===== src/cpmc_pkg.sv =====
/*
  Package for the CPU power mode control block: register offsets, field
  positions, reset values and throttle ratio constants.
  Assumes a 32-bit Avalon-MM register bus with word-aligned registers.
*/
`default_nettype none

package cpmc_pkg;

  // ----------------------------------------------------------------
  // Register map
  // ----------------------------------------------------------------
  localparam logic [3:0] CPMC_REGULATOR_OFS = 4'h0;  // regulator_sleep_control
  localparam logic [3:0] CPMC_THROTTLE_OFS  = 4'h4;  // cpu_throttle_idle_control
  localparam logic [3:0] CPMC_STATUS_OFS    = 4'h8;  // Block state, read only

  // ----------------------------------------------------------------
  // Field positions
  // ----------------------------------------------------------------
  localparam int CPMC_REG_RSVD_BIT  = 0;
  localparam int CPMC_REG_LP_BIT    = 1;
  localparam int CPMC_THR_IDLE_BIT  = 7;
  localparam int CPMC_THR_ACT_BIT   = 6;
  localparam int CPMC_THR_ROI_BIT   = 5;
  localparam int CPMC_THR_RET_BIT   = 4;
  localparam int CPMC_RATIO_MSB     = 2;

  // ----------------------------------------------------------------
  // Reset values and masks
  // ----------------------------------------------------------------
  localparam logic [7:0] CPMC_REGULATOR_RST = 8'h01;
  localparam logic [7:0] CPMC_REGULATOR_WM  = 8'h02;
  localparam logic [7:0] CPMC_THROTTLE_RST  = 8'h00;
  localparam logic [7:0] CPMC_THROTTLE_WM   = 8'hf7;

  // ----------------------------------------------------------------
  // Throttle counter
  // ----------------------------------------------------------------
  localparam int         CPMC_CNT_W   = 8;
  localparam logic [7:0] CPMC_CNT_RST = 8'h00;

endpackage

`default_nettype wire


===== src/cpmc_throttle.sv =====
/*
  Throttle divider: a free-running count of peripheral instruction cycles
  that grants one CPU cycle each time it wraps at the selected ratio.
  Assumes a peripheral cycle strobe from the core clock generator.
*/
`default_nettype none

module cpmc_throttle #(
  parameter int CNT_W = cpmc_pkg::CPMC_CNT_W
) (
  // Clock and reset
  input  wire logic             sys_clk,
  input  wire logic             srst,
  // Control
  input  wire logic             periph_cycle,
  input  wire logic [2:0]       ratio,
  // Result
  output logic                  wrap_pulse
);

  logic [CNT_W-1:0] cnt_reg;
  logic [CNT_W-1:0] cnt_next;
  logic [CNT_W-1:0] wrap_mask;

  // Ratio 000 is 1:2, so the mask holds ratio+1 low ones
  assign wrap_mask  = CNT_W'((9'h002 << ratio) - 9'h001);
  assign cnt_next   = periph_cycle ? cnt_reg + 1'b1 : cnt_reg;
  assign wrap_pulse = periph_cycle && ((cnt_reg & wrap_mask) == wrap_mask);

  // Counter never stops, peripherals are never gated
  always_ff @(posedge sys_clk) begin
    if (srst) begin
      cnt_reg <= CNT_W'(cpmc_pkg::CPMC_CNT_RST);
    end else begin
      cnt_reg <= cnt_next;
    end
  end

endmodule

`default_nettype wire


===== src/cpmc_avalon.sv =====
/*
  Avalon-MM slave front end: one wait state on each access, word
  decode and byte-lane strobes for the low byte.
  Assumes a master that holds its request until waitrequest is low.
*/
`default_nettype none

module cpmc_avalon (
  // Clock and reset
  input  wire logic        sys_clk,
  input  wire logic        srst,
  // Avalon-MM
  input  wire logic [3:0]  avs_address,
  input  wire logic        avs_read,
  input  wire logic        avs_write,
  input  wire logic [3:0]  avs_byteenable,
  output logic             avs_waitrequest,
  // Register side
  output logic             wr_fire,
  output logic             rd_fire,
  output logic [1:0]       word_sel,
  output logic             lane0
);

  logic pend_reg;

  // One wait state: answer on the second edge of a request
  assign avs_waitrequest = (avs_read || avs_write) && !pend_reg;
  assign wr_fire  = avs_write && pend_reg;
  assign rd_fire  = avs_read && !pend_reg;  // Capture in the wait cycle
  assign word_sel = avs_address[3:2];
  assign lane0    = avs_byteenable[0];

  // Pending flag drops on the edge that completes the access
  always_ff @(posedge sys_clk) begin
    if (srst) begin
      pend_reg <= 1'b0;
    end else begin
      pend_reg <= (avs_read || avs_write) && !pend_reg;
    end
  end

endmodule

`default_nettype wire


===== src/cpmc_top.sv =====
/*
  CPU power mode control: regulator sleep state, idle on sleep and CPU
  throttling with interrupt recovery and re-throttle on return.
  Assumes core strobes are one-cycle pulses on sys_clk and that the
  power-on/brown-out reset is a synchronous level on sys_clk.
*/
// Decided for this implementation: the Avalon-MM register port and the placing of the registers.
`default_nettype none

module cpmc_top (
  // Clock and resets
  input  wire logic        sys_clk,
  input  wire logic        srst,
  input  wire logic        power_rst,
  // Avalon-MM slave
  input  wire logic [3:0]  avs_address,
  input  wire logic        avs_read,
  input  wire logic        avs_write,
  input  wire logic [3:0]  avs_byteenable,
  input  wire logic [31:0] avs_writedata,
  output logic [31:0]      avs_readdata,
  output logic             avs_waitrequest,
  // CPU core sequencing
  input  wire logic        periph_cycle,
  input  wire logic        sleep_instr,
  input  wire logic        irq_entry,
  input  wire logic        irq_return,
  input  wire logic        irq_pending,
  input  wire logic        watchdog_timeout,
  input  wire logic        in_circuit_debug,
  // Power outputs
  output logic             cpu_cycle_en,
  output logic             cpu_clk_stop,
  output logic             full_sleep,
  output logic             regulator_lowpower,
  output logic             watchdog_wake,
  output logic             watchdog_reset
);

  // ----------------------------------------------------------------
  // Declarations
  // ----------------------------------------------------------------
  typedef enum logic [1:0] {
    CPMC_RUN   = 2'b00,
    CPMC_IDLE  = 2'b01,
    CPMC_SLEEP = 2'b10
  } cpmc_state_t;

  cpmc_state_t state_reg;
  cpmc_state_t state_next;
  logic        lp_reg;
  logic        idle_sel_reg;
  logic        act_reg;
  logic        act_next;
  logic        roi_reg;
  logic        ret_reg;
  logic [2:0]  ratio_reg;
  logic        wr_fire;
  logic        rd_fire;
  logic [1:0]  word_sel;
  logic        lane0;
  logic        wr_reg_sel;
  logic        wr_thr_sel;
  logic        hw_clear;
  logic        hw_set;
  logic        wrap_pulse;
  logic        idle_wake;
  logic [7:0]  reg_rd;
  logic [7:0]  thr_rd;
  logic [7:0]  sta_rd;
  logic [31:0] rd_mux;

  // ----------------------------------------------------------------
  // Bus front end and divider
  // ----------------------------------------------------------------
  cpmc_avalon u_bus (
    .sys_clk         (sys_clk),
    .srst            (srst),
    .avs_address     (avs_address),
    .avs_read        (avs_read),
    .avs_write       (avs_write),
    .avs_byteenable  (avs_byteenable),
    .avs_waitrequest (avs_waitrequest),
    .wr_fire         (wr_fire),
    .rd_fire         (rd_fire),
    .word_sel        (word_sel),
    .lane0           (lane0)
  );

  cpmc_throttle u_thr (
    .sys_clk      (sys_clk),
    .srst         (srst),
    .periph_cycle (periph_cycle),
    .ratio        (ratio_reg),
    .wrap_pulse   (wrap_pulse)
  );

  // ----------------------------------------------------------------
  // Write decode and hardware updates
  // ----------------------------------------------------------------
  assign wr_reg_sel = wr_fire && lane0 && (word_sel == cpmc_pkg::CPMC_REGULATOR_OFS[3:2]);
  assign wr_thr_sel = wr_fire && lane0 && (word_sel == cpmc_pkg::CPMC_THROTTLE_OFS[3:2]);
  assign hw_clear   = irq_entry && roi_reg;
  assign hw_set     = irq_return && ret_reg;
  // Software write first, then interrupt entry/return overrides it
  assign act_next   = hw_clear ? 1'b0 :
                      hw_set   ? 1'b1 :
                      wr_thr_sel ? avs_writedata[cpmc_pkg::CPMC_THR_ACT_BIT] : act_reg;

  // Regulator register: only bit 1 is storage, cleared by every reset
  always_ff @(posedge sys_clk) begin
    if (srst || power_rst) begin
      lp_reg <= cpmc_pkg::CPMC_REGULATOR_RST[cpmc_pkg::CPMC_REG_LP_BIT];
    end else if (wr_reg_sel) begin
      lp_reg <= avs_writedata[cpmc_pkg::CPMC_REG_LP_BIT];
    end
  end

  // Idle select survives every reset but power-on/brown-out
  always_ff @(posedge sys_clk) begin
    if (power_rst) begin
      idle_sel_reg <= cpmc_pkg::CPMC_THROTTLE_RST[cpmc_pkg::CPMC_THR_IDLE_BIT];
    end else if (wr_thr_sel) begin
      idle_sel_reg <= avs_writedata[cpmc_pkg::CPMC_THR_IDLE_BIT];
    end
  end

  // Throttle fields; bit 3 has no storage
  always_ff @(posedge sys_clk) begin
    if (srst || power_rst) begin
      act_reg   <= cpmc_pkg::CPMC_THROTTLE_RST[cpmc_pkg::CPMC_THR_ACT_BIT];
      roi_reg   <= cpmc_pkg::CPMC_THROTTLE_RST[cpmc_pkg::CPMC_THR_ROI_BIT];
      ret_reg   <= cpmc_pkg::CPMC_THROTTLE_RST[cpmc_pkg::CPMC_THR_RET_BIT];
      ratio_reg <= cpmc_pkg::CPMC_THROTTLE_RST[cpmc_pkg::CPMC_RATIO_MSB:0];
    end else begin
      act_reg <= act_next;
      if (wr_thr_sel) begin
        roi_reg   <= avs_writedata[cpmc_pkg::CPMC_THR_ROI_BIT];
        ret_reg   <= avs_writedata[cpmc_pkg::CPMC_THR_RET_BIT];
        ratio_reg <= avs_writedata[cpmc_pkg::CPMC_RATIO_MSB:0];
      end
    end
  end

  // ----------------------------------------------------------------
  // Sleep and idle sequencing
  // ----------------------------------------------------------------
  assign idle_wake = irq_pending || watchdog_timeout;

  // Next power state
  always_comb begin
    case (state_reg)
      CPMC_RUN: begin
        if (sleep_instr && idle_sel_reg) begin
          state_next = CPMC_IDLE;
        end else if (sleep_instr) begin
          state_next = CPMC_SLEEP;
        end else begin
          state_next = CPMC_RUN;
        end
      end
      CPMC_IDLE:  state_next = idle_wake ? CPMC_RUN : CPMC_IDLE;
      CPMC_SLEEP: state_next = idle_wake ? CPMC_RUN : CPMC_SLEEP;
      default:    state_next = CPMC_RUN;
    endcase
  end

  // Power state register
  always_ff @(posedge sys_clk) begin
    if (srst || power_rst) begin
      state_reg <= CPMC_RUN;
    end else begin
      state_reg <= state_next;
    end
  end

  // ----------------------------------------------------------------
  // Power outputs
  // ----------------------------------------------------------------
  assign cpu_clk_stop       = (state_reg == CPMC_IDLE);
  assign full_sleep         = (state_reg == CPMC_SLEEP);
  assign regulator_lowpower = lp_reg;
  // Watchdog wakes from idle or sleep, resets only while running
  assign watchdog_wake      = watchdog_timeout && (state_reg != CPMC_RUN);
  assign watchdog_reset     = watchdog_timeout && (state_reg == CPMC_RUN);
  // Recovery uses the updated bit combinationally for immediate effect
  assign cpu_cycle_en = (state_reg == CPMC_RUN) &&
                        (in_circuit_debug || !act_reg || hw_clear ||
                         wrap_pulse);

  // ----------------------------------------------------------------
  // Read mux
  // ----------------------------------------------------------------
  assign reg_rd = {6'h00, lp_reg, 1'b1};
  assign thr_rd = {idle_sel_reg, act_reg, roi_reg, ret_reg, 1'b0, ratio_reg};
  assign sta_rd = {5'h00, in_circuit_debug, state_reg};
  assign rd_mux = (word_sel == cpmc_pkg::CPMC_REGULATOR_OFS[3:2]) ? {24'h000000, reg_rd} :
                  (word_sel == cpmc_pkg::CPMC_THROTTLE_OFS[3:2])  ? {24'h000000, thr_rd} :
                  (word_sel == cpmc_pkg::CPMC_STATUS_OFS[3:2])    ? {24'h000000, sta_rd} :
                  32'h00000000;

  // Read data loaded in the wait cycle, so it stands when waitrequest drops
  always_ff @(posedge sys_clk) begin
    if (srst) begin
      avs_readdata <= 32'h00000000;
    end else if (rd_fire) begin
      avs_readdata <= rd_mux;
    end
  end

  // ----------------------------------------------------------------
  // Checks
  // ----------------------------------------------------------------
  roi_clears_a: assert property (@(posedge sys_clk) disable iff (srst || power_rst)
    irq_entry && roi_reg |=> !act_reg)
    else $error("throttle not cleared on interrupt entry");
  roi_keeps_a: assert property (@(posedge sys_clk) disable iff (srst || power_rst)
    irq_entry && !roi_reg && !irq_return && !wr_thr_sel |=> act_reg == $past(act_reg))
    else $error("throttle changed on entry without recovery");
  ret_sets_a: assert property (@(posedge sys_clk) disable iff (srst || power_rst)
    irq_return && ret_reg && !irq_entry |=> act_reg)
    else $error("throttle not set on return");
  hw_only_a: assert property (@(posedge sys_clk) disable iff (srst || power_rst)
    !wr_thr_sel && !(irq_entry && roi_reg) && !(irq_return && ret_reg)
    |=> $stable(act_reg))
    else $error("throttle changed without cause");
  idle_enter_a: assert property (@(posedge sys_clk) disable iff (srst || power_rst)
    state_reg == CPMC_RUN && sleep_instr && idle_sel_reg |=> cpu_clk_stop && !full_sleep)
    else $error("sleep with idle select did not idle");
  sleep_enter_a: assert property (@(posedge sys_clk) disable iff (srst || power_rst)
    state_reg == CPMC_RUN && sleep_instr && !idle_sel_reg |=> full_sleep)
    else $error("sleep without idle select did not sleep");
  idle_exit_a: assert property (@(posedge sys_clk) disable iff (srst || power_rst)
    cpu_clk_stop && idle_wake && !wr_thr_sel |=> !cpu_clk_stop && $stable(idle_sel_reg))
    else $error("idle exit wrong");
  wdt_wake_a: assert property (@(posedge sys_clk) disable iff (srst || power_rst)
    cpu_clk_stop && watchdog_timeout |-> watchdog_wake && !watchdog_reset)
    else $error("watchdog reset in idle");
  debug_full_a: assert property (@(posedge sys_clk) disable iff (srst || power_rst)
    in_circuit_debug && state_reg == CPMC_RUN |-> cpu_cycle_en)
    else $error("debug not at full speed");
  full_speed_a: assert property (@(posedge sys_clk) disable iff (srst || power_rst)
    !act_reg && state_reg == CPMC_RUN |-> cpu_cycle_en)
    else $error("unthrottled cycle suppressed");
  reserved_one_a: assert property (@(posedge sys_clk) disable iff (srst)
    rd_fire && word_sel == 2'b00 |=> avs_readdata == {24'h000000, 6'h00, lp_reg, 1'b1})
    else $error("regulator read wrong");

  idle_cov: cover property (@(posedge sys_clk) cpu_clk_stop ##1 !cpu_clk_stop);
  sleep_cov: cover property (@(posedge sys_clk) full_sleep ##1 !full_sleep);
  recover_cov: cover property (@(posedge sys_clk) act_reg && irq_entry && roi_reg);
  rethrottle_cov: cover property (@(posedge sys_clk) irq_return && ret_reg ##1 act_reg);

endmodule

`default_nettype wire


===== config.mk =====
export PLATFORM = sky130hd
export DESIGN_NAME = cpmc_top
export DESIGN_NICKNAME = d
export VERILOG_FILES = /design/src/cpmc_pkg.sv /design/src/cpmc_throttle.sv /design/src/cpmc_avalon.sv /design/src/cpmc_top.sv
export SDC_FILE = /design/constraint.sdc
export NUM_CORES = 1
export LEC_CHECK = 0
export BUFFER_PORTS_ARGS = -buffer_cell sky130_fd_sc_hd__buf_2
export CORE_ASPECT_RATIO = 0.8
export CORE_MARGIN = 3
export CORE_UTILIZATION = 37
export DETAILED_ROUTE_END_ITERATION = 8
export PLACE_DENSITY = 0.82
export SLEW_MARGIN = 20
export SYNTH_ARGS = -nofsm -noshare
export SYNTH_HDL_FRONTEND = slang
export SYNTH_SLANG_ARGS = --single-unit

===== constraint.sdc =====
create_clock -name sys_clk -period 1.1 [get_ports sys_clk]
set_input_delay 0.11 -clock sys_clk [delete_from_list [all_inputs] [get_ports sys_clk]]
set_output_delay 0.11 -clock sys_clk [all_outputs]
set_load 0.005 [all_outputs]

==> Word-level counts from Yosys, hierarchy flattened <==
Cells that the tools add are included.
{ "totals": {"reg_bits": 51, "out_inout_bits": 39, "in_bits": 52} }
{ "op_classes": {"n_bitwise": 1, "n_reduce_logical": 26, "n_eq_ne": 5, "n_mux": 10, "add_sub_neg": 2, "n_shift": 1} }
{ "op_table": {"columns": ["cell", "count"], "rows": [
  ["$mux W8", 2],
  ["$logic_and A1 B1 Y1", 13],
  ["$add A8 B1 Y8 const B", 1],
  ["$and A8 B8 Y8", 1],
  ["$eq A8 B8 Y1", 1],
  ["$shl A2 B3 Y8 const A", 1],
  ["$sub A8 B1 Y8 const B", 1],
  ["$logic_or A1 B1 Y1", 6],
  ["$mux W2", 3],
  ["$pmux W2 S3", 1],
  ["$eq A2 B1 Y1 const B", 2],
  ["$eq A2 B2 Y1 const B", 2],
  ["$logic_not A2 Y1", 2],
  ["$reduce_bool A2 Y1", 2],
  ["$mux W1", 3],
  ["$mux W3", 1],
  ["$logic_not A1 Y1", 2],
  ["$reduce_or A2 Y1", 1]
]} }

==> Depth between registers and ports, before layout <==
Gate-level depths: netlist of the first run.
{ "depth": {"word_depth": 7, "depth_mapped": 5} }

==> Modules after synthesis <==
A second synthesis of the first run with hierarchy kept.
{ "hier_totals": {"hier_cells": 177, "hier_area_um2": 1498.9} }
{ "modules_own_cells": {"columns": ["mod", "area_per_inst_um2", "cells_per_inst", "instances"], "rows": [
  ["cpmc_top", 964.7, 110, 1],
  ["cpmc_throttle", 461.7, 58, 1],
  ["cpmc_avalon", 72.6, 9, 1]
]} }

==> Worst setup path before layout of the first run <==
OpenSTA, ideal clock, no wires.
{ "synth_path": {"path_kind": "reg-to-reg", "start": "register u_thr.cnt_reg[0]", "end": "register u_thr.cnt_reg[6]", "path_stages_with_launch": 5, "arrival_ns": 1.136, "setup_time_ns": 0.070, "slack_ns": -0.106, "path_cell_list": "dfxtp_1 ha_1 nand4_1 or3_1 a21oi_1"} }
{ "synth_via": {"elab_chain_len": 1} }
{ "synth_lines": {"columns": ["element", "line_no", "text"], "rows": [
  ["start, declared", "cpmc_throttle.sv:21", "logic [CNT_W-1:0] cnt_reg;"],
  ["start signal, assigned", "cpmc_throttle.sv:33", "cnt_reg <= CNT_W'(cpmc_pkg::CPMC_CNT_RST);"],
  ["start signal, assigned", "cpmc_throttle.sv:35", "cnt_reg <= cnt_next;"],
  ["$add A8 B1 Y8", "cpmc_throttle.sv:27", "assign cnt_next = periph_cycle ? cnt_reg + 1'b1 : cnt_reg;"]
]} }
No other way between the ends.
A chain may end at the register's enable or synchronous reset.

==> Final worst setup path of the first run <==
{ "layout_path": {"start": "register ratio_reg[2]", "end": "output cpu_cycle_en"} }
{ "layout_via": {"elab_chain_len": 7} }
{ "layout_lines": {"columns": ["element", "line_no", "text"], "rows": [
  ["start, declared", "cpmc_top.sv:57", "logic [2:0] ratio_reg;"],
  ["start signal, assigned", "cpmc_top.sv:134", "ratio_reg <= cpmc_pkg::CPMC_THROTTLE_RST[cpmc_pkg::CPMC_RATIO_MSB:0];"],
  ["start signal, assigned", "cpmc_top.sv:140", "ratio_reg <= avs_writedata[cpmc_pkg::CPMC_RATIO_MSB:0];"],
  ["$shl A2 B3 Y8 *", "cpmc_throttle.sv:26", "assign wrap_mask = CNT_W'((9'h002 << ratio) - 9'h001);"],
  ["$sub A8 B1 Y8 *", "cpmc_throttle.sv:26", null],
  ["$and A8 B8 Y8", "cpmc_throttle.sv:28", "assign wrap_pulse = periph_cycle && ((cnt_reg & wrap_mask) == wrap_mask);"],
  ["$eq A8 B8 Y1 *", "cpmc_throttle.sv:28", null],
  ["$logic_and A1 B1 Y1 *", "cpmc_throttle.sv:28", null],
  ["$logic_or A1 B1 Y1 *", "cpmc_top.sv:188", "(in_circuit_debug || !act_reg || hw_clear ||"],
  ["$logic_and A1 B1 Y1 *", "cpmc_top.sv:187", "assign cpu_cycle_en = (state_reg == CPMC_RUN) &&"],
  ["end, declared", "cpmc_top.sv:32", "output logic cpu_cycle_en,"]
]} }
Mark *: on every way between the ends. The rest lies on a longest branch, timed or not.

==> results by group, run 1 <==
Global routing
  – Met2 Usage GRT: 25.6%
  – GRT met1 Usage: 19.0%
  – Overall routing resource usage: 14.9%
  – Met3 usage: 3.81%
  – Pin count of the biggest net entering global routing: 17
  – First-pass GRT wire length: 5190 microns
  – Most used routing layer: met2
  – Initial antenna violation count: 0
  – Global route total overflow: 0
  – Vias in the first global route: 1192

Critical path
  – Nature of the critical path endpoint: output port
  – Crit-path cells: buf_4 -> o22ai_1 -> a21oi_1 -> nor4_1 -> buf_2
  – CP max stage cell: dfxtp_2
  – Crit path max fanout: 3
  – WS Path Type: reg -> out
  – Worst EP required: 0.99 ns
  – Crit path DAT: 1.35 ns
  – Reg2reg path depth: 5
  – R2R Setup Slk: -0.18 ns
  – Delay of the slowest critical-path stage: 0.33 ns
  – Worst reg2reg path endpoint: u_thr.cnt_reg[5]$_SDFFE_PP0P_
  – Critical path startpoint category: flop
  – Reg-to-reg startpoint: u_thr.cnt_reg[1]$_SDFFE_PP0P_

Worst hold path
  – Hold Startpoint: irq_entry
  – Hold/Removal Path Class: in -> reg
  – Hold Crit Endpoint: act_reg$_SDFFE_PP0P_
  – Hold Crit Depth: 2

Detailed routing
  – ANT nets after route: 0
  – Routed len/inst: 12.9 microns
  – Residual DRC count: 0
  – Final WL: 3480 microns
  – Vias per std cell: 4.78
  – Vias: 1290
  – Drt first pass iters: 4
  – First DRT Iteration DRCs: 70

Yosys
  – Top_reg_cell synth: dfxtp_1
  – Synth Register Bits: 26
  – Synth Instances: 163
  – Post-Syn Area: 1380 sq um
  – Register area share after synthesis: 37.6%
  – Fraction of registers with async set/reset: 0%
  – Synth cell types: 38
  – Post-synth EDFFs: 0
  – Avg Inst Size Synth: 8.48 sq um
  – Synth Warn #: 0

Clocking
  – Clock buffer depth: 2
  – Clock sinks: 26
  – Clock transition at path regs: 0.09 ns
  – H-Tree Depth: 1
  – Clock Tree Root: clkbuf_8
  – CTS tree: yes
  – Clk_lat worst skew: 0.27 ns
  – Total CTS buffers: 3

STA
  – Final setup margin: -0.360 ns
  – Setup tns final: -0.972 ns
  – Slew Limit Fails: 0
  – Setup Viol. Count Final: 9
  – RSZ-0062 raised after global routing: true
  – Fin Clk Skew: 0.00218 ns
  – Final Cycle Share: 133%
  – Final hold viol count: 0
  – Min Hold Slack: 0.0438 ns
  – F_max: 0.685 GHz
  – Post-route minimum period: 1.46 ns

Floorplanning
  – Num rows: 19
  – CORE AREA: 3520 sq um
  – Starting Density: 39.3%
  – Die area: 4510 sq um
  – Die H: 60.7 microns
  – Ports: 91
  – Chip width: 74.3 microns

Finish
  – NumNets Final: 282
  – Layout cells sized above 1: 45.6%
  – P&R area growth vs syn: 39.4%
  – Max FFs per register: 8
  – # diodes: 0

Placed design
  – Dpl ws: -0.126 ns
  – GP Congestion: 0.786
  – Hpwl dp: 2520 microns
  – Port Buffers: 35

Power
  – Leakage: 0.868 nW
  – Max rail drop VDD: 0.664 mV
  – PwrDens: 987 nW/um^2
  – Total Power: 1.90 mW

Flow run
  – # Max-Cap Violations: 0

Run status
  – Status: finished with violations
  – Failing checks: setup timing
## where the power goes
part | switching (mW) | total, mW | internal, mW | leakage, nW
combinational | 0.153 | 0.297 | 0.143 | 0.625
clock | 0.306 | 0.627 | 0.320 | 0.0288
sequential | 0.0167 | 0.979 | 0.962 | 0.214
## metrics by stage
step	util, %	cell area (sq um)	cells
after floorplan	-	1480	187
after global placement	47.9	1690	260
after detailed placement	47.9	1690	260
after CTS	52.2	1840	269
after global routing	54.8	1930	270
final	54.8	1930	270
## logic make-up after synthesis
logic type / after synthesis / synth area share, %
simple gates: 59 / 22.3
buf+inv: 34 / 16.9
compound gates: 32 / 15.2
flops: 26 / 37.6
xor+xnor: 5 / 3.17
mux: 5 / 3.62
fa+ha+maj: 1 / 0.905
other cells: 1 / 0.271
## Yosys cell counts, types with 3 or more instances
library cell	n	area share (%)
a21oi_1	11	4.0
a22oi_1	4	2.2
buf_4	26	14
clkbuf_1	3	0.81
dfxtp_1	26	38
inv_1	3	0.81
mux2i_1	5	3.6
nand2_1	13	3.5
nand2b_1	6	2.7
nor2_1	20	5.4
nor3_1	6	2.2
o21ai_0	7	2.5
xor2_1	3	1.9
## routing by layer
| metal | vias up | part of all wire, % | routed length (microns) |
|---|---|---|---|
| met5 | - | 0 | 0 |
| met4 | 0 | 2.5 | 87 |
| met3 | 10 | 5.9 | 206 |
| met2 | 50 | 49 | 1710 |
| met1 | 595 | 42 | 1470 |
| li1 | 635 | - | - |
## what timing repair did
action | in CTS | in global routing
pin swaps | 7 | 13
resized for setup | 14 | 28
gates cloned | 0 | 0
buffers inserted | 4 | 2
hold endpoints to repair | 1 | 0
endpoints found under the setup margin | 12 | 19
hold buffers | 1 | 0
## critical path: cells and delay by family (launching register included)
| kind | cells | cell delay, ns |
|---|---|---|
| and+or+nand+nor | 1 | 0.15 |
| DFF | 1 | 0.33 |
| buffers and inverters | 2 | 0.30 |
| AOI/OAI and AO/OA | 2 | 0.29 |
## area by class of cell
type,instances,area [sq um]
Clock buffer,4,55.1
Fill cell,310,1590
Inverter,3,11.3
Multi-Input combinational cell,127,827
Sequential cell,26,533
Tap cell,42,52.6
Timing Repair Buffer,68,448
## how the worst max path moves through the flow
| stage | cells after the start | end | slack (ns) | startpoint |
|---|---|---|---|---|
| after floorplan | 4 | u_thr.cnt_reg[6]$_SDFFE_PP0P_ | -0.02 | u_thr.cnt_reg[0]$_SDFFE_PP0P_ |
| after global placement | 5 | cpu_cycle_en | -0.07 | u_thr.cnt_reg[7]$_SDFFE_PP0P_ |
| after detailed placement | 5 | u_thr.cnt_reg[7]$_SDFFE_PP0P_ | -0.13 | u_thr.cnt_reg[1]$_SDFFE_PP0P_ |
| after CTS | 5 | cpu_cycle_en | -0.34 | ratio_reg[2]$_SDFFE_PP0P_ |
| after global routing | 5 | cpu_cycle_en | -0.43 | u_thr.cnt_reg[4]$_SDFFE_PP0P_ |
| final | 5 | cpu_cycle_en | -0.36 | ratio_reg[2]$_SDFFE_PP0P_ |
## placed cells by master (no fill, tap or decap), types with 4 or more instances in the layout
| cell type | Yosys | layout |
|---|---|---|
| nor3_1 | 6 | 4 |
| buf_2 | 1 | 35 |
| dfxtp_1 | 26 | 18 |
| a22oi_1 | 4 | 4 |
| a21oi_2 | 0 | 4 |
| dfxtp_2 | 0 | 7 |
| nor2_1 | 20 | 17 |
| nand2b_1 | 6 | 5 |
| conb_1 | 1 | 25 |
| buf_4 | 26 | 26 |
| nand2_1 | 13 | 9 |
| buf_6 | 1 | 6 |
| mux2i_1 | 5 | 5 |
| a21oi_1 | 11 | 7 |
| clkbuf_8 | 0 | 4 |
Note: power is estimated with default switching activity, not from simulation.
==> run 2: changes to the inputs <==
Settings changed: ABC_AREA set to 1, CORE_ASPECT_RATIO 0.8 to 0.7, CORE_UTILIZATION 37 to 38, MAX_ROUTING_LAYER set to met4, PLACE_DENSITY 0.82 to 0.83.
==> run 2 against run 1 <==
Effect of this change: the flow still finishes with violations (setup timing); cell area down 0.39%; power grew 7.0%; via count is 3.1% higher; global-route usage down 0.14 points; critical path type unchanged; highest routed layer unchanged.
==> results by group, run 2 <==
Clocking
  – Clock Tree Root: clkbuf_8
  – Cts hold-fix bufs: 0
  – Clock sinks: 26
  – Total CTS buffers: 3
  – Clk_lat worst skew: 0.27 ns
  – Clock buffer depth: 2
  – CTS tree: yes
  – H-Tree Depth: 1
  – Clock transition at path regs: 0.09 ns

STA
  – Final hold viol count: 0
  – Final Cycle Share: 131%
  – Fin Clk Skew: 0.00542 ns
  – Setup Viol. Count Final: 4
  – RSZ-0062 raised after global routing: true
  – Slew Limit Fails: 0
  – Final setup margin: -0.337 ns
  – F_max: 0.696 GHz
  – Post-route minimum period: 1.44 ns

Critical path
  – Delay of the slowest critical-path stage: 0.34 ns
  – Worst setup startpoint: ratio_reg[0]$_SDFFE_PP0P_
  – Crit-path cells: or2_1 -> nand2_1 -> nand2_1 -> nor2_1 -> nand2_1 -> a21oi_2 -> buf_2
  – Top cell by count, worst path: nand2_1
  – CP max stage cell: dfxtp_2
  – Crit path DAT: 1.33 ns
  – CP delay by family, top: simple AND/OR/NAND/NOR gates
  – Critical path startpoint category: flop
  – Nature of the critical path endpoint: output port
  – Worst Path Buf+Inv: 1
  – Crit path max fanout: 3
  – Worst EP required: 0.99 ns
  – Reg-to-reg startpoint: u_thr.cnt_reg[1]$_SDFFE_PP0P_
  – WS Path Type: reg -> out
  – R2R Setup Slk: -0.08 ns

Run status
  – Status: finished with violations
  – Failing checks: setup timing

Power
  – PwrDens: 1060 nW/um^2
  – Max rail drop VDD: 0.712 mV
  – Total Power: 2.04 mW
  – Leakage: 0.890 nW

Detailed routing
  – ANT nets after route: 0
  – Residual DRC count: 0
  – Vias per std cell: 4.46
  – Drt first pass iters: 4
  – Final WL: 3430 microns
  – First DRT Iteration DRCs: 95
  – Vias: 1330
  – Routed len/inst: 11.5 microns

Floorplanning
  – Starting Density: 42.5%
  – CORE AREA: 3360 sq um
  – Die H: 57.3 microns
  – Ports: 91
  – Die area: 4540 sq um
  – Num rows: 17
  – Chip width: 79.3 microns

Placed design
  – Hpwl dp: 2530 microns
  – Port Buffers: 35
  – GP Congestion: 0.886
  – Dpl ws: -0.105 ns

Finish
  – Max FFs per register: 8
  – Seq. cell area: 543 sq um
  – P&R area growth vs syn: 34.3%
  – # diodes: 0
  – Layout cells sized above 1: 45.0%
  – Most frequent cells in the layout: 35 x buf_2, 27 x nand2_1, 25 x conb_1, 19 x nor2_1, 16 x dfxtp_1
  – Most common library cell in the layout ignoring fill and taps: buf_2
  – Multi-input logic area: 823 sq um
  – # fillers: 326
  – Final Util: 57.1%
  – NumNets Final: 305

Yosys
  – Synth top area share: 36.4%
  – Synth Warn #: 0
  – Synth cell types: 30
  – Top_reg_cell synth: dfxtp_1
  – Avg Inst Size Synth: 7.29 sq um
  – Ranking of synthesized cells by area: dfxtp_1 36%, buf_4 13%, nand2_1 8.4%
  – Synth Instances: 196
  – Top-count cell post-synth: nand2_1
  – Register area share after synthesis: 36.4%
  – Synth Register Bits: 26
  – Top cells by count, synth: 32 x nand2_1, 26 x dfxtp_1, 25 x buf_4, 24 x nor2_1, 17 x inv_1
  – Post-Syn Area: 1430 sq um
  – Leading area contributor after synthesis: dfxtp_1
  – Post-synth EDFFs: 0
  – Fraction of registers with async set/reset: 0%

Flow run
  – # Max-Cap Violations: 0

Global routing
  – First-pass GRT wire length: 5260 microns
  – Overall routing resource usage: 14.8%
  – Vias in the first global route: 1170
  – Initial antenna violation count: 0
  – Global route total overflow: 0
  – Pin count of the biggest net entering global routing: 16

Worst hold path
  – Hold Startpoint: power_rst
  – Hold/Removal Path Class: in -> reg
## run 2: cell types whose count changed after synthesis, moves of 4 or more
cell	change
o21ai_1	+5
nand3_1	+9
inv_1	+14
nor3_1	-5
inv_2	+7
nor2_1	+4
nor2_2	+4
mux2i_1	-5
a21oi_1	+4
nand2b_1	-6
nand2_1	+19
## run 2: per-stage QoR
stage                     hold WS, ns  setup TNS (ns)  cell area, sq um  cells
after floorplan                 0.183               0              1520    220
after global placement          0.316         -0.0872              1650    287
after detailed placement        0.317          -0.131              1650    287
after CTS                      0.0234          -0.440              1800    297
after global routing           0.0231          -0.810              1920    298
final                          0.0234          -0.474              1920    298
## run 2: path summary, 6_finish.rpt
| check | depth (start not counted) | end |
|---|---|---|
| min reg2reg | 1 | u_thr.cnt_reg[3]$_SDFFE_PP0P_ |
| max | 7 | cpu_cycle_en |
| max reg2reg | 8 | u_thr.cnt_reg[6]$_SDFFE_PP0P_ |
| min | 2 | idle_sel_reg$_SDFFE_PP0P_ |
## run 2: power breakdown
| group | switching [mW] | total [mW] | internal, mW |
|---|---|---|---|
| clock | 0.302 | 0.789 | 0.487 |
| combinational | 0.162 | 0.273 | 0.111 |
| sequential | 0.0178 | 0.974 | 0.956 |
## run 2: what timing repair did
| item | 4_1_cts | 5_1_grt |
|---|---|---|
| gates resized for setup | 17 | 32 |
| pin swaps | 2 | 14 |
| endpoints found under the setup margin | 10 | 14 |
| buffers inserted | 6 | 1 |
## run 2: cell type report
class | count | share of cell area [%]
Inverter | 24 | 4.69
Clock inverter | 1 | 1.56
Tap cell | 47 | 3.06
Sequential cell | 26 | 28.3
Clock buffer | 3 | 2.15
Timing Repair Buffer | 54 | 17.3
Multi-Input combinational cell | 143 | 42.9
## run 2: kinds of logic after synthesis
logic type / synth area share (%)
flip-flops: 36.4
AND/OR/NAND/NOR: 28.2
other: 0.262
adder cells (fa/ha/maj): 0.876
AO/OA/AOI/OAI: 14.1
buffers and inverters: 20.1
## run 2: layer usage
| metal | global-route usage, % | up-vias | share of wire [%] |
|---|---|---|---|
| li1 | - | 692 | - |
| met1 | 21.0 | 594 | 47 |
| met2 | 21.6 | 39 | 46 |
| met3 | 3.31 | 5 | 6.8 |
| met4 | 2.94 | 0 | 0.55 |
| met5 | - | - | 0 |
